[config.mk]
export PLATFORM = sky130hd
export DESIGN_NAME = tlih_top
export DESIGN_NICKNAME = d
export VERILOG_FILES = /design/src/rtl/tlih_top.v /design/src/rtl/tlih_arbiter.v /design/src/rtl/tlih_apb_regs.v
export VERILOG_INCLUDE_DIRS = /design/src /design/src/inc
export SDC_FILE = /design/constraint.sdc
export NUM_CORES = 1
export LEC_CHECK = 0
export ABC_AREA = 1
export BUFFER_PORTS_ARGS = -buffer_cell sky130_fd_sc_hd__buf_2
export CORE_MARGIN = 1
export CORE_UTILIZATION = 56
export DETAILED_ROUTE_END_ITERATION = 16
export GPL_ROUTABILITY_DRIVEN = 1
export PLACE_DENSITY = 0.9
export SLEW_MARGIN = 5
export SYNTH_ARGS = -nofsm -noshare
export SYNTH_HDL_FRONTEND = slang
export SYNTH_SLANG_ARGS = --single-unit
[constraint.sdc]
create_clock -name i_clk_sys -period 4.42 [get_ports i_clk_sys]
set_input_delay 0.663 -clock i_clk_sys [delete_from_list [all_inputs] [get_ports i_clk_sys]]
set_output_delay 0.663 -clock i_clk_sys [all_outputs]
set_load 0.02 [all_outputs]
[src/inc/tlih_map.vh]
`ifndef TLIH_MAP_VH
`define TLIH_MAP_VH
// register byte addresses
`define TLIH_ADDR_BASIC_EN   12'h000
`define TLIH_ADDR_EXT_EN     12'h004
`define TLIH_ADDR_BASIC_PRI  12'h008
`define TLIH_ADDR_EXT_PRI    12'h00C
`define TLIH_ADDR_PEND       12'h010
`define TLIH_ADDR_PEND_SET   12'h014
`define TLIH_ADDR_PEND_CLR   12'h018
`define TLIH_ADDR_STATUS     12'h01C
// field positions
`define TLIH_GIE_BIT         7
`define TLIH_BASIC_SRCS      7
// reset values
`define TLIH_RST_ZERO        32'h0000_0000
// vector spacing and base
`define TLIH_VEC_BASE        16'h0003
`define TLIH_VEC_STEP        4'h8
`endif

[src/rtl/tlih_top.v]
// Contract
// - source event sets its pending flag regardless of enables.
// - request only when pending, global enable and source enable set.
// - CPU finishes instruction then long-calls the source vector.
// - return resumes at the instruction that would have run next.
// - disabled sources are ignored; program flow continues normally.
// - auto-clear sources clear on vectoring; others cleared by software.
// - flag still set after return: re-enter after one instruction.
// - each source has its own enable bit.
// - source enables count only once global enable bit 7 is one.
// - global enable clear blocks every source.
// - events while globally disabled stay pending until re-enabled.
// - software writing one to pending acts as a real event.
// - each source has its own priority level bit.
// - high level preempts low; low resumes after high returns.
// - a high-level routine is never preempted.
// - all priority bits reset to zero.
// - higher level first, then fixed order within a level.
// - pending sampled and priority resolved every clock cycle; the code samples pending only in cycles with i_ce high.
// - equal or higher active: wait for return plus one instruction.
//
// Added by the designer: the APB interface to the registers and the address map.
`timescale 1ns/1ps
`include "tlih_map.vh"
module tlih_top #(
   parameter N_SRC = 19,
   parameter IW    = 5,
   // sources whose pending flag clears on vectoring (first four)
   parameter [18:0] AUTO_CLR = 19'h0000F
) (
   input  wire             i_clk_sys,
   input  wire             i_sys_rst,
   input  wire             i_ce,
   // apb
   input  wire             i_psel,
   input  wire             i_penable,
   input  wire             i_pwrite,
   input  wire [11:0]      i_paddr,
   input  wire [31:0]      i_pwdata,
   output wire             o_pready,
   output wire             o_pslverr,
   output wire [31:0]      o_prdata,
   // peripheral sources
   input  wire [N_SRC-1:0] i_src_event,
   input  wire [N_SRC-1:0] i_src_clr,
   // cpu sequencer
   input  wire             i_instr_done,
   input  wire             i_ret_done,
   input  wire             i_call_ack,
   output reg              o_call_req,
   output reg  [15:0]      o_call_vec,
   output wire [N_SRC-1:0] o_pending
);
   localparam ST_RUN  = 2'h0;
   localparam ST_HOLD = 2'h1;
   localparam ST_CALL = 2'h2;

   reg  [N_SRC-1:0] pend_q;
   reg  [N_SRC-1:0] pend_d;
   reg  [1:0]       st_q;
   reg  [1:0]       st_d;
   reg              in_lo_q;
   reg              in_hi_q;
   reg              hold_q;
   reg  [IW-1:0]    win_q;
   reg              win_hi_q;
   wire             gie;
   wire [N_SRC-1:0] en;
   wire [N_SRC-1:0] pri;
   wire [N_SRC-1:0] sw_set;
   wire [N_SRC-1:0] sw_clr;
   wire [N_SRC-1:0] req;
   wire             arb_valid;
   wire             arb_high;
   wire [IW-1:0]    arb_idx;
   wire             may_take;
   wire             can_take;
   wire             take_now;
   wire             fire;

   function [15:0] vec_of;
      input [IW-1:0] idx;
      begin
         vec_of = `TLIH_VEC_BASE + {8'h00, idx, 3'h0};
      end
   endfunction

   assign o_pending = pend_q;

   assign req = gie ? (pend_q & en) : {N_SRC{1'b0}};

   tlih_arbiter #(
      .N_SRC   (N_SRC),
      .IW      (IW)
   ) u_arb (
      .i_req   (req),
      .i_pri   (pri),
      .o_valid (arb_valid),
      .o_high  (arb_high),
      .o_idx   (arb_idx)
   );

   tlih_apb_regs #(
      .N_SRC     (N_SRC)
   ) u_regs (
      .i_clk_sys (i_clk_sys),
      .i_sys_rst (i_sys_rst),
      .i_ce      (i_ce),
      .i_psel    (i_psel),
      .i_penable (i_penable),
      .i_pwrite  (i_pwrite),
      .i_paddr   (i_paddr),
      .i_pwdata  (i_pwdata),
      .i_pend    (pend_q),
      .i_status  ({25'h0000000, in_hi_q, in_lo_q, st_q, hold_q,
                   o_call_req, arb_valid}),
      .o_pready  (o_pready),
      .o_pslverr (o_pslverr),
      .o_prdata  (o_prdata),
      .o_gie     (gie),
      .o_en      (en),
      .o_pri     (pri),
      .o_sw_set  (sw_set),
      .o_sw_clr  (sw_clr)
   );

   assign can_take = arb_valid & ~in_hi_q & (~in_lo_q | arb_high);
   assign may_take = can_take & ~hold_q;
   assign take_now = can_take & hold_q & i_instr_done;
   // call raised at the edge that ends an instruction
   assign fire     = (st_q == ST_HOLD && can_take && i_instr_done) ||
                     (st_q == ST_RUN && take_now);

   // pending flags: set wins over clear
   always @* begin
      pend_d = pend_q & ~sw_clr & ~i_src_clr;
      if (st_q == ST_CALL && i_call_ack) begin
         pend_d = pend_d & ~(AUTO_CLR[N_SRC-1:0] &
                  ({{(N_SRC-1){1'b0}}, 1'b1} << win_q));
      end
      pend_d = pend_d | i_src_event | sw_set;
   end

   always @* begin
      st_d = st_q;
      case (st_q)
         ST_RUN: begin
            if (take_now) begin
               st_d = ST_CALL;
            end else if (may_take) begin
               st_d = ST_HOLD;
            end
         end
         ST_HOLD: begin
            if (!can_take) begin
               st_d = ST_RUN;
            end else if (i_instr_done) begin
               st_d = ST_CALL;
            end
         end
         ST_CALL: begin
            if (i_call_ack) begin
               st_d = ST_RUN;
            end
         end
         default: st_d = ST_RUN;
      endcase
   end

   // pending flags and sequencer state
   always @(posedge i_clk_sys) begin
      if (i_sys_rst) begin
         pend_q <= {N_SRC{1'b0}};
         st_q   <= ST_RUN;
      end else if (i_ce) begin
         pend_q <= pend_d;
         st_q   <= st_d;
      end
   end

   // call request towards the sequencer
   always @(posedge i_clk_sys) begin
      if (i_sys_rst) begin
         win_q      <= {IW{1'b0}};
         win_hi_q   <= 1'b0;
         o_call_req <= 1'b0;
         o_call_vec <= 16'h0000;
      end else if (i_ce) begin
         if (fire) begin
            win_q      <= arb_idx;
            win_hi_q   <= arb_high;
            o_call_req <= 1'b1;
            o_call_vec <= vec_of(arb_idx);
         end else if (st_q == ST_CALL && i_call_ack) begin
            o_call_req <= 1'b0;
         end
      end
   end

   // in-service levels and the one-instruction hold after a return
   always @(posedge i_clk_sys) begin
      if (i_sys_rst) begin
         in_lo_q <= 1'b0;
         in_hi_q <= 1'b0;
         hold_q  <= 1'b0;
      end else if (i_ce) begin
         if (st_q == ST_CALL && i_call_ack) begin
            if (win_hi_q) begin
               in_hi_q <= 1'b1;
            end else begin
               in_lo_q <= 1'b1;
            end
         end
         if (i_ret_done) begin
            if (in_hi_q) begin
               in_hi_q <= 1'b0;
            end else begin
               in_lo_q <= 1'b0;
            end
            hold_q <= 1'b1;
         end else if (i_instr_done) begin
            hold_q <= 1'b0;
         end
      end
   end
endmodule // tlih_top

[src/rtl/tlih_arbiter.v]
`timescale 1ns/1ps
// picks the winning source: high level first, then lowest index
module tlih_arbiter #(
   parameter N_SRC = 19,
   parameter IW    = 5
) (
   input  wire [N_SRC-1:0] i_req,
   input  wire [N_SRC-1:0] i_pri,
   output reg              o_valid,
   output reg              o_high,
   output reg  [IW-1:0]    o_idx
);
   integer k;
   reg [N_SRC-1:0] hi_req;
   reg [N_SRC-1:0] sel;

   always @* begin
      hi_req  = i_req & i_pri;
      sel     = (|hi_req) ? hi_req : i_req;
      o_valid = |i_req;
      o_high  = |hi_req;
      o_idx   = {IW{1'b0}};
      for (k = N_SRC - 1; k >= 0; k = k - 1) begin
         if (sel[k]) begin
            o_idx = k[IW-1:0];
         end
      end
   end
endmodule // tlih_arbiter

[src/rtl/tlih_apb_regs.v]
`timescale 1ns/1ps
`include "tlih_map.vh"
// apb slave: enables, priorities, pending set/clear, status readback
module tlih_apb_regs #(
   parameter N_SRC = 19
) (
   input  wire             i_clk_sys,
   input  wire             i_sys_rst,
   input  wire             i_ce,
   input  wire             i_psel,
   input  wire             i_penable,
   input  wire             i_pwrite,
   input  wire [11:0]      i_paddr,
   input  wire [31:0]      i_pwdata,
   input  wire [N_SRC-1:0] i_pend,
   input  wire [31:0]      i_status,
   output wire             o_pready,
   output wire             o_pslverr,
   output reg  [31:0]      o_prdata,
   output reg              o_gie,
   output reg  [N_SRC-1:0] o_en,
   output reg  [N_SRC-1:0] o_pri,
   output wire [N_SRC-1:0] o_sw_set,
   output wire [N_SRC-1:0] o_sw_clr
);
   localparam NB = `TLIH_BASIC_SRCS;
   localparam NE = N_SRC - NB;

   wire acc = i_psel & i_penable & i_ce;
   wire wr  = acc & i_pwrite;
   reg  hit;

   always @* begin
      case (i_paddr)
         `TLIH_ADDR_BASIC_EN, `TLIH_ADDR_EXT_EN, `TLIH_ADDR_BASIC_PRI,
         `TLIH_ADDR_EXT_PRI, `TLIH_ADDR_PEND, `TLIH_ADDR_PEND_SET,
         `TLIH_ADDR_PEND_CLR, `TLIH_ADDR_STATUS: hit = 1'b1;
         default: hit = 1'b0;
      endcase
   end

   assign o_pready  = 1'b1;
   assign o_pslverr = i_psel & i_penable & ~hit;

   assign o_sw_set = (wr && i_paddr == `TLIH_ADDR_PEND_SET) ?
                     i_pwdata[N_SRC-1:0] : {N_SRC{1'b0}};
   assign o_sw_clr = (wr && i_paddr == `TLIH_ADDR_PEND_CLR) ?
                     i_pwdata[N_SRC-1:0] : {N_SRC{1'b0}};

   always @(posedge i_clk_sys) begin
      if (i_sys_rst) begin
         o_gie <= 1'b0;
         o_en  <= {N_SRC{1'b0}};
         o_pri <= {N_SRC{1'b0}};
         o_prdata <= `TLIH_RST_ZERO;
      end else if (i_ce) begin
         if (wr) begin
            case (i_paddr)
               `TLIH_ADDR_BASIC_EN: begin
                  o_gie        <= i_pwdata[`TLIH_GIE_BIT];
                  o_en[NB-1:0] <= i_pwdata[NB-1:0];
               end
               `TLIH_ADDR_EXT_EN:
                  o_en[N_SRC-1:NB] <= i_pwdata[NE-1:0];
               `TLIH_ADDR_BASIC_PRI:
                  o_pri[NB-1:0] <= i_pwdata[NB-1:0];
               `TLIH_ADDR_EXT_PRI:
                  o_pri[N_SRC-1:NB] <= i_pwdata[NE-1:0];
               default: ;
            endcase
         end
         if (i_psel & ~i_penable & ~i_pwrite) begin
            case (i_paddr)
               `TLIH_ADDR_BASIC_EN:
                  o_prdata <= {24'h000000, o_gie, o_en[NB-1:0]};
               `TLIH_ADDR_EXT_EN:
                  o_prdata <= {{(32-NE){1'b0}}, o_en[N_SRC-1:NB]};
               `TLIH_ADDR_BASIC_PRI:
                  o_prdata <= {25'h0000000, o_pri[NB-1:0]};
               `TLIH_ADDR_EXT_PRI:
                  o_prdata <= {{(32-NE){1'b0}}, o_pri[N_SRC-1:NB]};
               `TLIH_ADDR_PEND:
                  o_prdata <= {{(32-N_SRC){1'b0}}, i_pend};
               `TLIH_ADDR_STATUS: o_prdata <= i_status;
               default: o_prdata <= `TLIH_RST_ZERO;
            endcase
         end
      end
   end
endmodule // tlih_apb_regs

== Word-level counts from Yosys, hierarchy flattened ==
Memories as Yosys holds them, arrays and structs flattened.
Index checks and enable logic that the tools add are counted.

* Add/sub/neg operators: 1
* Equality and inequality tests: 12
* Shifts and indexed selects: 1
* Mux-type cells: 44
* Bitwise operators: 28
* Reductions and logical operators: 23

{| class="wikitable"
|+ Operators by type and width
! cell !! count
|-
| case mux 19 bit (6 select lines) || 1
|-
| bitwise AND 19 bit || 5
|-
| 2-to-1 mux 19 bit || 5
|-
| 2-to-1 mux 5 bit || 19
|-
| == test 12 x 5 -> 1 bit (second input constant) || 4
|-
| inverter 19 bit || 2
|-
| bitwise OR 19 bit || 2
|-
| OR reduction 19 bit || 2
|-
| == test 12 x 4 -> 1 bit (second input constant) || 2
|-
| inverter 4 -> 19 bit || 1
|-
| 2-to-1 mux 1 bit || 13
|-
| == test 12 x 3 -> 1 bit (second input constant) || 1
|-
| logical NOT 12 bit || 1
|-
| AND reduction 3 bit || 4
|-
| bitwise AND 1 bit || 11
|-
| 2-to-1 mux 2 bit || 5
|-
| adder 2 x 8 -> 9 bit (first input constant) || 1
|-
| AND reduction 2 bit || 4
|-
| logical NOT 7 bit || 1
|-
| logical AND 1 bit || 6
|-
| != test 3 bit (second input constant) || 2
|-
| inverter 1 bit || 6
|-
| case mux 2 bit (3 select lines) || 1
|-
| left shift 1 x 5 -> 4 bit (first input constant) || 1
|-
| other kinds (8) || 9
|}

* Bits in registers: 118
* Bits in read-only memories: 32
* Input port bits: 91
* Output and inout port bits: 70
* Memories kept: 1

{| class="wikitable"
|+ Memory list
! name !! depth !! bits a word !! rd ports !! clocked after Yosys merged registers in !! wr ports !! line !! RTL
|-
| (name not given) || 32 || 1 || 1 || 0 || 0 || tlih_apb_regs.v:34 || <nowiki>case (i_paddr)</nowiki>
|}

== Logic depth before layout (Yosys ltp) ==
* Depth in word-level cells: 25
* Depth in mapped cells: 28
* Depth with buffers taken out: 26

== Modules after synthesis ==
From an unflattened synthesis, not the netlist that was laid out.

* Cell total of the unflattened synthesis: 915
* Area, all modules: 6002.0 sq um

{| class="wikitable"
|+ By module, submodules not included
! module !! times used !! cells an instance !! area an instance (sq um) !! sequential area each (sq um)
|-
| tlih_apb_regs || 1 || 532 || 3602.2 || 1421.4
|-
| tlih_top || 1 || 264 || 1795.5 || 640.6
|-
| tlih_arbiter || 1 || 119 || 604.3 || 0.0
|}

== Least setup slack after synthesis ==
Ideal clock, no wire load.

* Path type: in2reg
* Start: input port i_paddr[9]
* End: register u_regs.o_en[3]
* Setup time: 0.128 ns
* Data arrival time: 2.251 ns
* Path slack: 2.042 ns
* Stages on the path: 9
* Buffers on the path: 1
* Path through: nor4_2 > inv_1 > nor2_2 > nand2_1 > inv_1 > nand2_1 > clkbuf_1 > o21ai_0 > a21oi_1

* Cells in the longest elaborated chain, start to end: 2

{| class="wikitable"
|+ RTL lines
! element !! line !! RTL
|-
| start, declared || tlih_top.v:38 || <nowiki>input wire [11:0] i_paddr,</nowiki>
|-
| logical NOT 12 bit || tlih_apb_regs.v:58 || <nowiki>case (i_paddr)</nowiki>
|-
| AND reduction 3 bit (no line) || n/a ||
|-
| end signal, assigned || tlih_apb_regs.v:53 || <nowiki>o_en <= {N_SRC{1'b0}};</nowiki>
|-
| end signal, assigned by index || tlih_apb_regs.v:61 || <nowiki>o_en[NB-1:0] <= i_pwdata[NB-1:0];</nowiki>
|-
| end signal, assigned by index || tlih_apb_regs.v:64 || <nowiki>o_en[N_SRC-1:NB] <= i_pwdata[NE-1:0];</nowiki>
|-
| end, declared || tlih_apb_regs.v:21 || <nowiki>output reg [N_SRC-1:0] o_en,</nowiki>
|}

Every way passes these cells.
A chain may end at the register's enable or synchronous reset.

== Worst setup path after layout ==
* Start: register u_regs.o_gie
* End: register win_q[0]

* Cells in the longest elaborated chain, start to end: 22
* Elaborated cells between the ends (all ways): 33
* Those cells by class: mux (20); bitwise (6); reduce/logical (7)

{| class="wikitable"
|+ RTL lines
! element !! line !! RTL
|-
| start, declared || tlih_apb_regs.v:20 || <nowiki>output reg o_gie,</nowiki>
|-
| start signal, assigned || tlih_apb_regs.v:60 || <nowiki>o_gie <= i_pwdata[`TLIH_GIE_BIT];</nowiki>
|-
| 2-to-1 mux 19 bit (*) || tlih_top.v:90 || <nowiki>assign req = gie ? (pend_q & en) : {N_SRC{1'b0}};</nowiki>
|-
| bitwise AND 19 bit || tlih_arbiter.v:18 || <nowiki>hi_req = i_req & i_pri;</nowiki>
|-
| OR reduction 19 bit || tlih_arbiter.v:19, tlih_arbiter.v:21 ||
|-
| 2-to-1 mux 19 bit || tlih_arbiter.v:19 || <nowiki>sel = (|hi_req) ? hi_req : i_req;</nowiki>
|-
| 2-to-1 mux 5 bit (18 in series) || tlih_arbiter.v:24 || <nowiki>if (sel[k]) begin</nowiki>
|-
| end signal, assigned || tlih_top.v:184 || <nowiki>win_q <= {IW{1'b0}};</nowiki>
|-
| end signal, assigned || tlih_top.v:190 || <nowiki>win_q <= arb_idx;</nowiki>
|-
| end, declared || tlih_top.v:65 || <nowiki>reg [IW-1:0] win_q;</nowiki>
|}

Mark *: on every way between the ends. The rest lies on a longest branch, timed or not.

==> summary.md <==
| Metric | Value |
|---|---|
| Pre-CTS setup slack | `1.25 ns` |
| Antenna fix cells | `0` |
| Max-capacitance violation count | `0` |
| Number of vias in the routed layout | `5,517` |
| Wire length of the first global-routing pass | `25,000 um` |
| Buffer levels on the longest clock path | `2` |
| Wire length the detailed router placed on met1 | `6870 um` |
| Slowest cell on the critical path | `sky130_fd_sc_hd__dfxtp_1` |
| Maximum clock frequency | `0.339 GHz` |
| Overall power after layout | `1.64 mW` |
| Post-DRT Antenna Nets | `0` |
| Startpoint-to-endpoint class of the critical path | `register to register` |
| Element type at the critical path end | `register` |
| Die Y | `97.2 um` |
| Global route total overflow | `0` |
| Data required time at the worst endpoint | `4.70 ns` |
| Peak supply drop | `0.265 mV` |
| Mapped Area | `5080 um2` |
| Count of yosys warnings during synthesis | `0` |
| Standard cell area after detailed placement | `5650 um2` |
| Residual DRC | `0` |
| Most frequent cell on the critical path | `sky130_fd_sc_hd__nand2_1` |
| Clock network power share | `37.6%` |
| Ratio of routed vias to standard cells | `5.74` |
| Post-detailed-placement half-perimeter wirelength | `11,600 um` |
| Total of hold buffers inserted after clock tree synthesis | `0` |
| Internal power consumption | `1.22 mW` |
| Final core occ | `66.9%` |
| Layout Nets | `939` |
| Combinational Power Share | `10.4%` |
| Hold Vio Cnt, Final | `0` |
| Register area share after synthesis | `35.5%` |
| Setup TNS | `0 ns` |
| Port Buf Inserts | `124` |
| Die area | `9450 um2` |
| Setup repair after global routing missed its margin | `no` |
| Per-instance average area after synthesis | `6.88 um2` |
| Number of buffers created by CTS | `9` |
| Fraction of synthesis flops using an asynchronous set or reset pin | `0%` |
| Area of the placeable core | `8760 um2` |
| Number of clock sinks | `90` |
| Row count | `34` |
| #FFs+latches synth | `90` |
| Count of unique library cells instantiated by Yosys | `38` |
| Max FO, Critical Path | `14` |
| Non-Filler Cell Area, Final | `5860 um2` |
| Post-route fraction of the period consumed by the critical path | `66.8%` |
| Number of antenna violations at the first check in global routing | `0` |
| Layout filler cell count | `800` |
| TritonCTS clock tree | `done` |
| I/O Pins | `161` |
| Met3 WL | `1430 um` |
| Total setup buffers inserted after CTS | `0` |
| Mapped Cells | `738` |
| Path category of the worst min-delay check | `register to register` |
| Worst slew pin tran | `1.04 ns` |
| Startpoint type of the worst setup path | `register` |
| Count of TritonRoute iterations in the first routing pass | `5` |
| Min Tclk post-route | `2.95 ns` |
| Initial drt markers | `380` |
| Number of enable flip-flop cells after synthesis | `0` |
| Net switching fraction of the power | `25.3%` |
| Final worst slack | `1.47 ns` |
| Placer congestion estimate | `0.971` |
| Total net switching power | `414 uW` |
| Run status | `complete, no violations` |
| Clock-pin transition on the worst setup and hold timing paths | `0.08 ns` |
| Number of cells upsized or downsized after cts | `0` |
| Routed wire length | `15,400 um` |
| Sum of met2 wire segment lengths after detailed routing | `6800 um` |
| Initial Util | `57.9%` |
| Share of cells above drive strength 1 | `19.9%` |
| CP max stage delay | `0.63 ns` |
| Worst slew margin relative to its limit | `30.6%` |
| Max Transition Viols Final | `0` |
| Clock latency of the later-clocked register in the worst-skew pair | `0.36 ns` |
| Routed len/inst | `16.0 um` |
| GRT Overall Usage | `33.1%` |
| LEAKAGE | `2.67 nW` |
| Number of global-route vias before repair | `4,902` |
| Layout overhead on the synthesized area | `15.5%` |
| Fin Clk Skew | `0.0149 ns` |
| Maximum level of the CTS H-tree | `3` |
| Portion of total power attributed to sequential cells | `52.0%` |
| Arrival time worst endpoint | `3.24 ns` |
| Total power per unit cell area | `279 nW/um2` |
| Uppermost routed layer | `met4` |
| CTS Root Buffer Type | `sky130_fd_sc_hd__clkbuf_8` |
| Final setup viols | `0` |
| Commonest register cell after synthesis | `sky130_fd_sc_hd__dfxtp_1` |
| Largest net degree at the start of global routing | `65` |
| Die extent in x | `97.2 um` |
[cell usage after synthesis (4+ instances only)]
master / n / area share [%]
sky130_fd_sc_hd__o211ai_1: 47 / 6.9
sky130_fd_sc_hd__o41ai_1: 4 / 0.69
sky130_fd_sc_hd__o221ai_1: 10 / 1.7
sky130_fd_sc_hd__inv_1: 131 / 9.7
sky130_fd_sc_hd__dfxtp_1: 90 / 35
sky130_fd_sc_hd__nand4_1: 12 / 1.5
sky130_fd_sc_hd__a2111oi_0: 4 / 0.69
sky130_fd_sc_hd__inv_2: 5 / 0.37
sky130_fd_sc_hd__nand3_2: 7 / 1.4
sky130_fd_sc_hd__clkbuf_1: 26 / 1.9
sky130_fd_sc_hd__a21oi_1: 77 / 7.6
sky130_fd_sc_hd__nand3_1: 38 / 3.7
sky130_fd_sc_hd__nor2_1: 54 / 4.0
sky130_fd_sc_hd__a221oi_1: 6 / 1.0
sky130_fd_sc_hd__nor3_1: 14 / 1.4
sky130_fd_sc_hd__nor2_2: 4 / 0.49
sky130_fd_sc_hd__nand2_1: 85 / 6.3
sky130_fd_sc_hd__o21ai_0: 66 / 6.5
sky130_fd_sc_hd__a31oi_1: 8 / 0.99
sky130_fd_sc_hd__buf_4: 24 / 3.5
[final cells by class]
class | count | area (um2) | area share, %
clock inverters | 2 | 60.1 | 1.02
clock buffers | 14 | 153 | 2.60
well taps | 108 | 135 | 2.30
flip-flops and latches | 90 | 1800 | 30.7
multi-input cells | 477 | 2510 | 42.9
repair buffers | 132 | 681 | 11.6
inverters | 138 | 518 | 8.83
[metal layers]
| metal | track usage [%] | vias to the layer above |
|---|---|---|
| met2 | 51.1 | 279 |
| met5 | 0 | - |
| met1 | 46.8 | 2533 |
| met4 | 9.62 | 0 |
| met3 | 6.62 | 25 |
| li1 | - | 2680 |
[stage by stage]
step	instances	hold WS (ns)
floorplan	759	0.437
global placement	945	0.452
detailed placement	945	0.453
CTS	961	0.466
global route	961	0.477
finish	961	0.467
[cells in the final DEF, fill, tap and decap left out, drive strengths merged, types with 12 or more instances in the layout]
| cell | count |
|---|---|
| inv | 136 |
| clkbuf | 14 |
| nand2 | 87 |
| dfxtp | 90 |
| o21ai | 69 |
| buf | 132 |
| a21oi | 80 |
| nor3 | 15 |
| nor2 | 58 |
| nand3 | 45 |
| conb | 23 |
| o211ai | 47 |
| nand4 | 12 |
[cells by family after synthesis]
group                  Yosys count  share of synthesized area [%]
other                            2                          0.148
buffers and inverters          192                           16.6
AO/OA/AOI/OAI                  232                           27.8
flip-flops                      90                           35.5
AND/OR/NAND/NOR                222                           20.0
[worst paths after layout]
path | startpoint | to | slack, ns | cells past startpoint
worst max-delay path | u_regs.o_gie | win_q[0] | 1.47 | 28
worst max register to register | u_regs.o_gie | win_q[0] | 1.47 | 28
worst min register to register | u_regs.o_prdata[13] | u_regs.o_prdata[13] | 0.47 | 2
worst min-delay path | u_regs.o_prdata[13] | u_regs.o_prdata[13] | 0.47 | 2
[power by group through the flow]
stage	logic, mW	clock network [mW]	registers [mW]
2_1_floorplan	0.100	0	0.878
3_5_place_dp	0.170	0	0.868
6_report	0.171	0.615	0.850
4_1_cts	0.171	0.619	0.849
3_3_place_gp	0.167	0	0.868
5_1_grt	0.189	0.653	0.852
[critical path, delay by kind of cell (launching register included)]
kind	cells	cell delay, ns
AOI/OAI and AO/OA	2	0.16
and+or+nand+nor	24	1.57
DFF	1	0.63
buffers and inverters	2	0.52
[flip-flops by register name, summed over array words and instances, names as in the netlist, 2 cells and up]
name / cells
st_q: 2
u_regs.o_prdata: 19
u_regs.o_en: 19
o_pending: 19
win_q: 5
u_regs.o_pri: 19
No activity file was read; power rests on OpenSTA's default activity.
